$ cat config.mk
export PLATFORM = sky130hd
export DESIGN_NAME = oscillator_increment_regs
export DESIGN_NICKNAME = d
export VERILOG_FILES = /design/src/logic/increment_regs_pkg.sv /design/src/logic/source_edge_if.sv /design/src/logic/source_edge_detect.sv /design/src/logic/oscillator_increment_regs.sv
export SDC_FILE = /design/constraint.sdc
export NUM_CORES = 1
export LEC_CHECK = 0
export ABC_CLOCK_PERIOD_IN_PS = 2850
export BUFFER_PORTS_ARGS = -buffer_cell sky130_fd_sc_hd__buf_2
export CORE_UTILIZATION = 45
export DETAILED_ROUTE_END_ITERATION = 8
export PLACE_DENSITY = 0.74
export RECOVER_POWER = 100
export SYNTH_ARGS = -nofsm -noshare
export SYNTH_HDL_FRONTEND = slang
export SYNTH_HIERARCHICAL = 1
export SYNTH_SLANG_ARGS = --single-unit
$ cat constraint.sdc
create_clock -name sys_clk_i -period 2.85 [get_ports sys_clk_i]
set_clock_uncertainty 0.15 [all_clocks]
set_input_delay 0.285 -clock sys_clk_i [delete_from_list [all_inputs] [get_ports sys_clk_i]]
set_output_delay 0.285 -clock sys_clk_i [all_outputs]
set_load 0.02 [all_outputs]
$ cat src/logic/increment_regs_pkg.sv
// Purpose: constants for the oscillator increment register bank
// Assumes: Avalon-MM slave, 32-bit words, byte registers in low bits
// Notes: Operation
// Operation
// - Three bytes form one 20-bit increment
// - Reset sets low byte to 0x01
// - Reset clears high and upper bytes
// - Upper register holds bits 3:0 only
// - Low-byte write loads buffer at source falling edge
// - Two-bit field selects the source clock
package increment_regs_pkg;
  localparam int addr_width = 4;
  localparam logic [3:0] low_offset = 4'h0;
  localparam logic [3:0] high_offset = 4'h4;
  localparam logic [3:0] upper_offset = 4'h8;
  localparam logic [3:0] control_offset = 4'hc;
  localparam logic [7:0] low_reset = 8'h01;
  localparam logic [7:0] high_reset = 8'h00;
  localparam logic [3:0] upper_reset = 4'h0;
  localparam logic [1:0] select_reset = 2'h0;
  localparam int upper_msb = 19;
  localparam int high_msb = 15;
  localparam int low_msb = 7;
  typedef enum logic [1:0] {
    src_fast_osc_type = 2'b00,
    src_system_type = 2'b01,
    src_logic_cell_type = 2'b10,
    src_reserved_type = 2'b11
  } source_select_type;
endpackage

$ cat src/logic/source_edge_if.sv
`timescale 1ns/1ps
interface source_edge_if;
  logic [1:0] select;
  logic fast_osc;
  logic logic_cell;
  logic fall;
  modport owner (output select, output fast_osc, output logic_cell, input fall);
  modport detector (input select, input fast_osc, input logic_cell, output fall);
endinterface

$ cat src/logic/source_edge_detect.sv
`timescale 1ns/1ps
// Purpose: pick the oscillator source clock and flag its falling edges
// Assumes: source levels are synchronous to sys_clk_i
// Notes: system clock source falls once per sys_clk_i cycle
module source_edge_detect
  import increment_regs_pkg::*;
(
  input wire logic sys_clk_i,
  input wire logic srst_i,
  input wire logic ce_i,
  source_edge_if.detector sel
);
  logic src_lvl;
  logic prev_ff;

  always_comb
  begin
    unique case (sel.select)
      src_fast_osc_type: src_lvl = sel.fast_osc;
      src_logic_cell_type: src_lvl = sel.logic_cell;
      default: src_lvl = 1'b0;
    endcase
  end

  always_ff @(posedge sys_clk_i)
  begin
    if (srst_i)
      prev_ff <= 1'b0;
    else if (ce_i)
      prev_ff <= src_lvl;
  end

  // Reserved code never produces an edge
  assign sel.fall = (sel.select == src_system_type) ? 1'b1 :
                    ((sel.select == src_reserved_type) ? 1'b0 : (prev_ff & ~src_lvl));
endmodule

$ cat src/logic/oscillator_increment_regs.sv
`timescale 1ns/1ps
// Purpose: increment registers and double buffer of the oscillator
// Assumes: Avalon-MM slave, one request at a time
// Notes: waitrequest is high for one cycle, answer on the second edge
module oscillator_increment_regs
  import increment_regs_pkg::*;
(
  input wire logic sys_clk_i,
  input wire logic srst_i,
  input wire logic ce_i,
  input wire logic [increment_regs_pkg::addr_width-1:0] address_i,
  input wire logic read_i,
  input wire logic write_i,
  input wire logic [31:0] writedata_i,
  input wire logic [3:0] byteenable_i,
  input wire logic fast_osc_i,
  input wire logic logic_cell_i,
  output logic [31:0] readdata_o,
  output logic waitrequest_o,
  output logic [19:0] active_increment_o,
  output logic load_pulse_o
);
  logic [7:0] low_ff;
  logic [7:0] high_ff;
  logic [3:0] upper_ff;
  logic [1:0] select_ff;
  logic pending_ff;
  logic ack_ff;
  logic [19:0] buffer_ff;
  logic load_ff;
  logic [31:0] rdata_ff;
  logic req;
  logic accept;
  logic wr_en;
  logic wr_low;
  source_edge_if edge_bus();

  ////////////////////////////////////////////////////////////////////////////
  // Address decode, shared by the write and read paths
  function automatic logic hit(
    input logic [addr_width-1:0] addr,
    input logic [3:0] offset
  );
    hit = (addr == offset);
  endfunction

  // Read word; unmapped offsets and unused bits come back as zero
  function automatic logic [31:0] read_word(
    input logic [addr_width-1:0] addr,
    input logic [7:0] low,
    input logic [7:0] high,
    input logic [3:0] upper,
    input logic [1:0] select
  );
    read_word = 32'h0;
    if (hit(addr, low_offset))
      read_word = {24'h0, low};
    else if (hit(addr, high_offset))
      read_word = {24'h0, high};
    else if (hit(addr, upper_offset))
      read_word = {28'h0, upper};
    else if (hit(addr, control_offset))
      read_word = {30'h0, select};
  endfunction

  ////////////////////////////////////////////////////////////////////////////
  // Bus handshake: one wait cycle then accept
  // A fixed single wait keeps read data registered, at the cost of a cycle
  assign req = read_i | write_i;
  assign accept = req & ack_ff;
  assign wr_en = accept & write_i & byteenable_i[0];
  assign wr_low = wr_en & hit(address_i, low_offset);

  always_ff @(posedge sys_clk_i)
  begin
    if (srst_i)
    begin
      ack_ff <= 1'b0;
    end
    else if (ce_i)
    begin
      ack_ff <= req & ~ack_ff;
    end
  end

  always_ff @(posedge sys_clk_i)
  begin
    if (srst_i)
    begin
      waitrequest_o <= 1'b1;
    end
    else if (ce_i)
    begin
      waitrequest_o <= ~(req & ~ack_ff);
    end
  end

  ////////////////////////////////////////////////////////////////////////////
  // Low byte: all eight bits readable and writable
  always_ff @(posedge sys_clk_i)
  begin
    if (srst_i)
    begin
      low_ff <= low_reset;
    end
    else if (ce_i && wr_en && hit(address_i, low_offset))
    begin
      low_ff <= writedata_i[7:0];
    end
  end

  // High byte
  always_ff @(posedge sys_clk_i)
  begin
    if (srst_i)
    begin
      high_ff <= high_reset;
    end
    else if (ce_i && wr_en && hit(address_i, high_offset))
    begin
      high_ff <= writedata_i[7:0];
    end
  end

  // Upper register: only the low nibble exists
  always_ff @(posedge sys_clk_i)
  begin
    if (srst_i)
    begin
      upper_ff <= upper_reset;
    end
    else if (ce_i && wr_en && hit(address_i, upper_offset))
    begin
      upper_ff <= writedata_i[3:0];
    end
  end

  // Source select
  always_ff @(posedge sys_clk_i)
  begin
    if (srst_i)
    begin
      select_ff <= select_reset;
    end
    else if (ce_i && wr_en && hit(address_i, control_offset))
    begin
      select_ff <= writedata_i[1:0];
    end
  end

  // Read data is captured in the wait cycle and stands until the next request
  always_ff @(posedge sys_clk_i)
  begin
    if (srst_i)
    begin
      rdata_ff <= 32'h0;
    end
    else if (ce_i && req && !ack_ff)
    begin
      rdata_ff <= read_word(address_i, low_ff, high_ff, upper_ff, select_ff);
    end
  end
  assign readdata_o = rdata_ff;

  ////////////////////////////////////////////////////////////////////////////
  // Double buffer: only low-byte write arms a transfer
  assign edge_bus.select = select_ff;
  assign edge_bus.fast_osc = fast_osc_i;
  assign edge_bus.logic_cell = logic_cell_i;

  source_edge_detect edge_unit (
    .sys_clk_i(sys_clk_i),
    .srst_i(srst_i),
    .ce_i(ce_i),
    .sel(edge_bus.detector)
  );

  // A new low write in the load cycle re-arms, so no request is lost
  always_ff @(posedge sys_clk_i)
  begin
    if (srst_i)
    begin
      pending_ff <= 1'b0;
    end
    else if (ce_i)
    begin
      pending_ff <= wr_low | (pending_ff & ~edge_bus.fall);
    end
  end

  always_ff @(posedge sys_clk_i)
  begin
    if (srst_i)
    begin
      buffer_ff <= {upper_reset, high_reset, low_reset};
    end
    else if (ce_i && pending_ff && edge_bus.fall)
    begin
      buffer_ff <= {upper_ff, high_ff, low_ff};
    end
  end

  always_ff @(posedge sys_clk_i)
  begin
    if (srst_i)
    begin
      load_ff <= 1'b0;
    end
    else if (ce_i)
    begin
      load_ff <= pending_ff & edge_bus.fall;
    end
  end
  assign active_increment_o = buffer_ff;
  assign load_pulse_o = load_ff;
endmodule

==> flow_metrics.py, run 1 <==
metrics = {
    "final_layout": {
        "drive_gt1_share_pct": 10.6,
        "multi_input_area_sq_um": 1230,
        "utilization_pct": 51.8,
        "nNetsFinal": 369,
        "seq_area_sq_um": 1100,
        "num_antenna_cells": 0,
        "syn2layout_area_growth_pct": 8.18,
        "fin_area_sq_um": 2720,
        "fill_cells": 524,
    },
    "power_and_ir_drop": {
        "p_clk_share_pct": 31.1,
        "cellLeakagePower_nw": 1.07,
        "p_comb_share_pct": 8.3,
        "power_mw": 1.28,
        "ir_drop_uv": 252,
        "switching_power_mw": 0.309,
        "p_per_area_nw_per_um2": 470,
        "internal_power_mw": 0.968,
        "p_sw_share_pct": 24.2,
        "sequentialPowerShare_pct": 60.6,
    },
    "clock_network": {
        "path_clk_slew_ns": 0.09,
        "tritoncts": "done",
        "postCtsHoldBufs": 0,
        "post_cts_buffers": 0,
        "clk_latency_ns": 0.30,
        "htree_levels": 2,
        "cts_sinks": 55,
        "cts_resized": 0,
        "clock_path_buffers": 2,
        "cts_made_buffers": 5,
        "cts-root-buf": "clkbuf_8",
    },
    "floorplanning": {
        "initial_core_util_pct": 47.9,
        "core_sq_um": 5240,
        "die_area_sq_um": 5880,
        "die_y_um": 76.7,
        "ios": 101,
        "rows": 26,
        "fp.dieW_um": 76.7,
    },
    "critical_path": {
        "crit_path_max_fanout": 20,
        "worst-path-buf-inv": 0,
        "r2r_cells": 5,
        "start_kind": "register",
        "slowest_stage": "and3_1",
        "cp_data_arrival_time_ns": 2.32,
        "reg2reg_to": "active_increment_o[3]",
        "cpPeakStageDelay_ns": 0.70,
        "cp.required_ns": 2.93,
        "critPathCaptureType": "register",
        "cp_top_family": "simple AND/OR/NAND/NOR gates",
        "criticalPathCategory": "register to register",
        "rrSetupSlack_ns": 0.60,
        "worstReg2RegStart": "edge_bus.select[1]",
        "path_cells": "mux2_1 -> o22ai_1 -> and3_1 -> nand2_1 -> a21oi_1",
    },
    "timing": {
        "rsz0062_at_grt": "no",
        "setup-tns-final_ns": 0,
        "final_hold_viol_count": 0,
        "layout_min_cycle_time_ns": 2.25,
        "whs_ns": 0.104,
        "finalSetupViolCount": 0,
        "fmax_mhz": 445,
        "slew_headroom_pct": 37.0,
        "worstMarginPinSlew_ns": 0.945,
        "fin_crit_sh_pct": 78.9,
        "drv_slew": 0,
    },
    "placed_design": {
        "port_buffers": 49,
        "gp_congestion": 0.786,
        "dpl.hpwl_um": 3560,
        "place_area_sq_um": 2690,
    },
    "grt": {
        "grtUsageTotal_pct": 17.7,
        "grt_overflow": 0,
        "grt_pass1_vias": 1686,
        "grt_first_pass_wirelength_um": 8220,
        "grt_max_degree": 67,
        "antenna_found_initial": 0,
    },
    "min_path": {
        "hp-class": "input pin to register",
        "min_from": "writedata_i[0]",
        "min_path_cells": 3,
        "holdPathEnd": "low_ff[0]",
    },
    "route": {
        "num_vias": 1912,
        "drcViolationCount": 0,
        "wl_per_cell_um": 13.0,
        "routed_wl_um": 5090,
        "drtAntennaViolNets": 0,
        "dr.pass1.iters": 4,
        "first_iter_violations": 81,
        "via_per_inst": 4.89,
    },
    "yosys": {
        "async_reset_ff_share_pct": 0,
        "ys_seq_area_share_pct": 43.9,
        "avgSynthCellArea_sq_um": 8.93,
        "syn_area_sq_um": 2510,
        "ys_ff_latch": 55,
        "synthCells": 281,
        "synth_ff_type": "dfxtp_1",
        "synth.distinct_cells": 38,
        "ys_warn_count": 6,
        "synth_edf_count": 0,
    },
    "flow_run": {
        "drv_cap": 0,
    },
    "run_status": {
        "outcome": "complete, no violations",
    },
}
-- kinds of logic after synthesis --
kind of cell	synth area share (%)
and+or+nand+nor	23.4
AOI/OAI and AO/OA	10.2
DFF	43.9
buffers and inverters	10.3
muxes	12.1
other	0.149
-- power by group through the flow --
stage / Clock, mW / Sequential [mW] / Combinational (mW)
floorplan: 0 / 0.794 / 0.103
global placement: 0 / 0.792 / 0.106
detailed placement: 0 / 0.792 / 0.107
CTS: 0.405 / 0.774 / 0.107
global route: 0.445 / 0.775 / 0.116
finish: 0.397 / 0.774 / 0.107
-- sequential cells by signal, summed over array words and instances, names as in the netlist --
register,cells
edge_unit/prev_ff,1
upper_ff,4
waitrequest_o,1
load_pulse_o,1
high_ff,8
edge_bus.select,2
low_ff,8
ack_ff,1
pending_ff,1
active_increment_o,20
readdata_o,8
-- cell type report --
type                    instances  area share, %
flip-flops and latches         55           40.6
clock buffers                   6           2.67
well taps                      70           3.23
inverters                       4          0.553
repair buffers                 50           7.74
multi-input cells             206           45.3
-- tightest hold or removal path, cell delays in order --
cell,delay [ns]
buf_2,0.09
nor2_1,0.04
mux2i_1,0.11
-- how the worst max path moves through the flow --
stage,from,end,cells past startpoint
finish,edge_bus.select[1],active_increment_o[3],5
global route,edge_bus.select[1],active_increment_o[15],6
CTS,edge_bus.select[1],active_increment_o[3],5
detailed placement,edge_bus.select[1],active_increment_o[3],5
global placement,edge_bus.select[1],active_increment_o[3],5
floorplan,edge_bus.select[1],active_increment_o[1],6
-- cell usage after synthesis (all sizes together), types with 4 or more instances --
cell type,count,area [sq um]
inv,4,15.0
mux2,7,82.6
nor2,8,30.0
nand2b,36,225
clkbuf,12,45.0
nor2b,4,25.0
o21ai,4,20.0
buf,27,198
dfxtp,55,1100
nand2,40,150
a21oi,26,130
nand4,4,25.0
mux2i,22,220
-- layer usage --
metal | vias to the layer above | wire length [um] | GRT usage, %
li1 | 973 | - | -
met2 | 82 | 2120 | 25.6
met4 | 0 | 63 | 6.35
met3 | 5 | 302 | 4.52
met1 | 852 | 2600 | 25.0
met5 | - | 0 | 0
-- through the flow --
step	setup slack, ns	instances
4_1_cts	0.638	391
2_1_floorplan	1.17	304
5_1_grt	0.417	391
6_report	0.602	391
3_5_place_dp	0.668	385
3_3_place_gp	0.805	385
-- cells in the final DEF (no fill, tap or decap), types with 2 or more instances in the layout --
cell / netlist / layout
dfxtp_1: 55 / 55
or2_0: 2 / 2
buf_2: 2 / 18
o21ai_0: 4 / 4
nor2b_1: 4 / 4
o32ai_1: 2 / 2
a21oi_1: 26 / 26
nand2b_1: 36 / 36
nor3b_1: 2 / 2
conb_1: 1 / 24
nand3_1: 2 / 3
nand3b_1: 2 / 2
nand4_1: 4 / 4
a32o_1: 2 / 2
mux2_2: 6 / 6
clkbuf_1: 12 / 33
mux2i_1: 22 / 22
clkbuf_8: 0 / 5
inv_1: 4 / 4
a22oi_1: 2 / 2
nand2_1: 40 / 40
nor2_1: 8 / 8
o22ai_1: 3 / 3
Power figures use the tool's default switching activity.
==> inputs of run 2 (changes only) <==
--- a/config.mk
+++ b/config.mk
@@ -5,7 +5,7 @@
 export SDC_FILE = /design/constraint.sdc
 export NUM_CORES = 1
 export LEC_CHECK = 0
-export ABC_CLOCK_PERIOD_IN_PS = 2850
+export ABC_CLOCK_PERIOD_IN_PS = 2100
 export BUFFER_PORTS_ARGS = -buffer_cell sky130_fd_sc_hd__buf_2
 export CORE_UTILIZATION = 45
 export DETAILED_ROUTE_END_ITERATION = 8
==> constraint.sdc (replaced) <==
create_clock -name sys_clk_i -period 2.1 [get_ports sys_clk_i]
set_clock_uncertainty 0.15 [all_clocks]
set_input_delay 0.21 -clock sys_clk_i [delete_from_list [all_inputs] [get_ports sys_clk_i]]
set_output_delay 0.21 -clock sys_clk_i [all_outputs]
set_load 0.02 [all_outputs]
==> run 2 against run 1 <==
  * Clock power rose by 40%
  * Wire length fell by 0.31%
  * Count of clock-buffer cells in the layout up 1
  * Worst setup slack got worse by 0.35 ns
  * Sequential share of layout area is 0.79 points lower
==> flow_metrics.py, run 2 (synthesized netlist as in run 1, its figures left out) <==
metrics = {
    "timing": {
        "finalSetupViolCount": 0,
        "fin_crit_sh_pct": 87.9,
        "final_hold_viol_count": 0,
        "fmax_mhz": 542,
        "rsz0062_at_grt": "no",
        "setup-tns-final_ns": 0,
        "layout_min_cycle_time_ns": 1.85,
        "slew_headroom_pct": 48.0,
        "worstMarginPinSlew_ns": 0.780,
        "drv_slew": 0,
    },
    "final_layout": {
        "nNetsFinal": 375,
        "seq_area_sq_um": 1100,
        "largest_register_ffs": 20,
        "final_common_cell": "dfxtp_1",
        "mostFrequentLayoutCells": "55 x dfxtp_1, 40 x nand2_1, 36 x nand2b_1",
        "fin_area_sq_um": 2770,
        "multi_input_area_sq_um": 1240,
        "drive_gt1_share_pct": 12.8,
        "fill_cells": 530,
        "syn2layout_area_growth_pct": 10.3,
        "num_antenna_cells": 0,
    },
    "placed_design": {
        "place_area_sq_um": 2740,
        "dpl.hpwl_um": 3760,
        "gp_congestion": 0.778,
        "port_buffers": 49,
    },
    "critical_path": {
        "rrSetupSlack_ns": 0.25,
        "crit_path_max_fanout": 14,
        "cp_data_arrival_time_ns": 1.86,
        "cp.required_ns": 2.11,
        "criticalPathCategory": "register to register",
        "critPathCaptureType": "register",
        "start_kind": "register",
    },
    "power_and_ir_drop": {
        "p_comb_share_pct": 8.4,
        "p_clk_share_pct": 31.7,
        "sequentialPowerShare_pct": 60.0,
        "cellLeakagePower_nw": 1.10,
        "switching_power_mw": 0.425,
        "p_sw_share_pct": 24.3,
        "ir_drop_uv": 400,
        "internal_power_mw": 1.33,
        "p_per_area_nw_per_um2": 633,
    },
    "clock_network": {
        "postCtsHoldBufs": 0,
        "tritoncts": "done",
        "htree_levels": 2,
        "clk_latency_ns": 0.30,
        "cts_sinks": 55,
        "clock_path_buffers": 2,
        "post_cts_buffers": 0,
        "path_clk_slew_ns": 0.09,
        "cts_resized": 0,
        "cts_made_buffers": 5,
        "cts-root-buf": "clkbuf_8",
    },
    "floorplanning": {
        "rows": 26,
        "ios": 101,
        "fp.dieW_um": 76.7,
        "core_sq_um": 5240,
        "initial_core_util_pct": 47.9,
        "die_area_sq_um": 5880,
        "die_y_um": 76.7,
    },
    "grt": {
        "grt_overflow": 0,
        "grt_first_pass_wirelength_um": 8620,
        "grt_pass1_vias": 1783,
        "grt_max_degree": 52,
        "antenna_found_initial": 0,
        "grtUsageTotal_pct": 18.3,
    },
    "route": {
        "wl_per_cell_um": 12.7,
        "via_per_inst": 4.89,
        "routed_wl_um": 5080,
        "drtAntennaViolNets": 0,
        "dr.pass1.iters": 4,
        "drcViolationCount": 0,
        "first_iter_violations": 100,
        "num_vias": 1951,
    },
    "min_path": {
        "hp-class": "input pin to register",
    },
    "run_status": {
        "outcome": "complete, no violations",
    },
    "flow_run": {
        "drv_cap": 0,
    },
}
[run 2: stage by stage]
stage	setup slack, ns	hold WS [ns]	power (mW)	instances	util, %
5_1_grt	0.133	0.0618	1.83	399	52.9
6_report	0.255	0.0468	1.75	399	52.9
3_3_place_gp	0.357	0.290	1.22	391	52.3
4_1_cts	0.295	0.0411	1.77	399	53.8
2_1_floorplan	0.419	0.210	1.22	304	-
3_5_place_dp	0.320	0.293	1.22	391	52.3
[run 2: power groups by stage]
stage | clock network, mW | registers [mW] | logic [mW]
final | 0.555 | 1.05 | 0.147
after global routing | 0.614 | 1.05 | 0.159
after CTS | 0.569 | 1.05 | 0.148
after detailed placement | 0 | 1.08 | 0.147
after global placement | 0 | 1.07 | 0.146
after floorplan | 0 | 1.08 | 0.139
[run 2: layout make-up]
type                    instances  area share [%]
multi-input cells             206            44.7
clock inverters                 1           0.181
flip-flops and latches         55            39.8
well taps                      70            3.16
repair buffers                 56            8.90
inverters                       4           0.542
clock buffers                   7            2.76
[run 2: critical path: stages, from the launching register on]
cell and delay [ns]:
dfxtp_1 0.41, mux2_4 0.32, o22ai_1 0.24, nand3_1 0.16, clkbuf_2 0.25, nand2_1 0.11
a21oi_1 0.06
[run 2: per-layer routing]
metal	global-route usage [%]	vias to the layer above	part of all wire [%]
met1	24.6	890	49
met5	0	-	0
met3	4.52	6	6.1
li1	-	984	-
met4	5.77	0	1.1
met2	28.6	71	44
[run 2: final timing paths]
kind	start	endpoint	cells after the start
worst max-delay path	edge_bus.select[1]	active_increment_o[13]	6
worst min-delay path	writedata_i[4]	high_ff[4]	3
worst max register to register	edge_bus.select[1]	active_increment_o[13]	6
worst min register to register	active_increment_o[14]	active_increment_o[14]	2
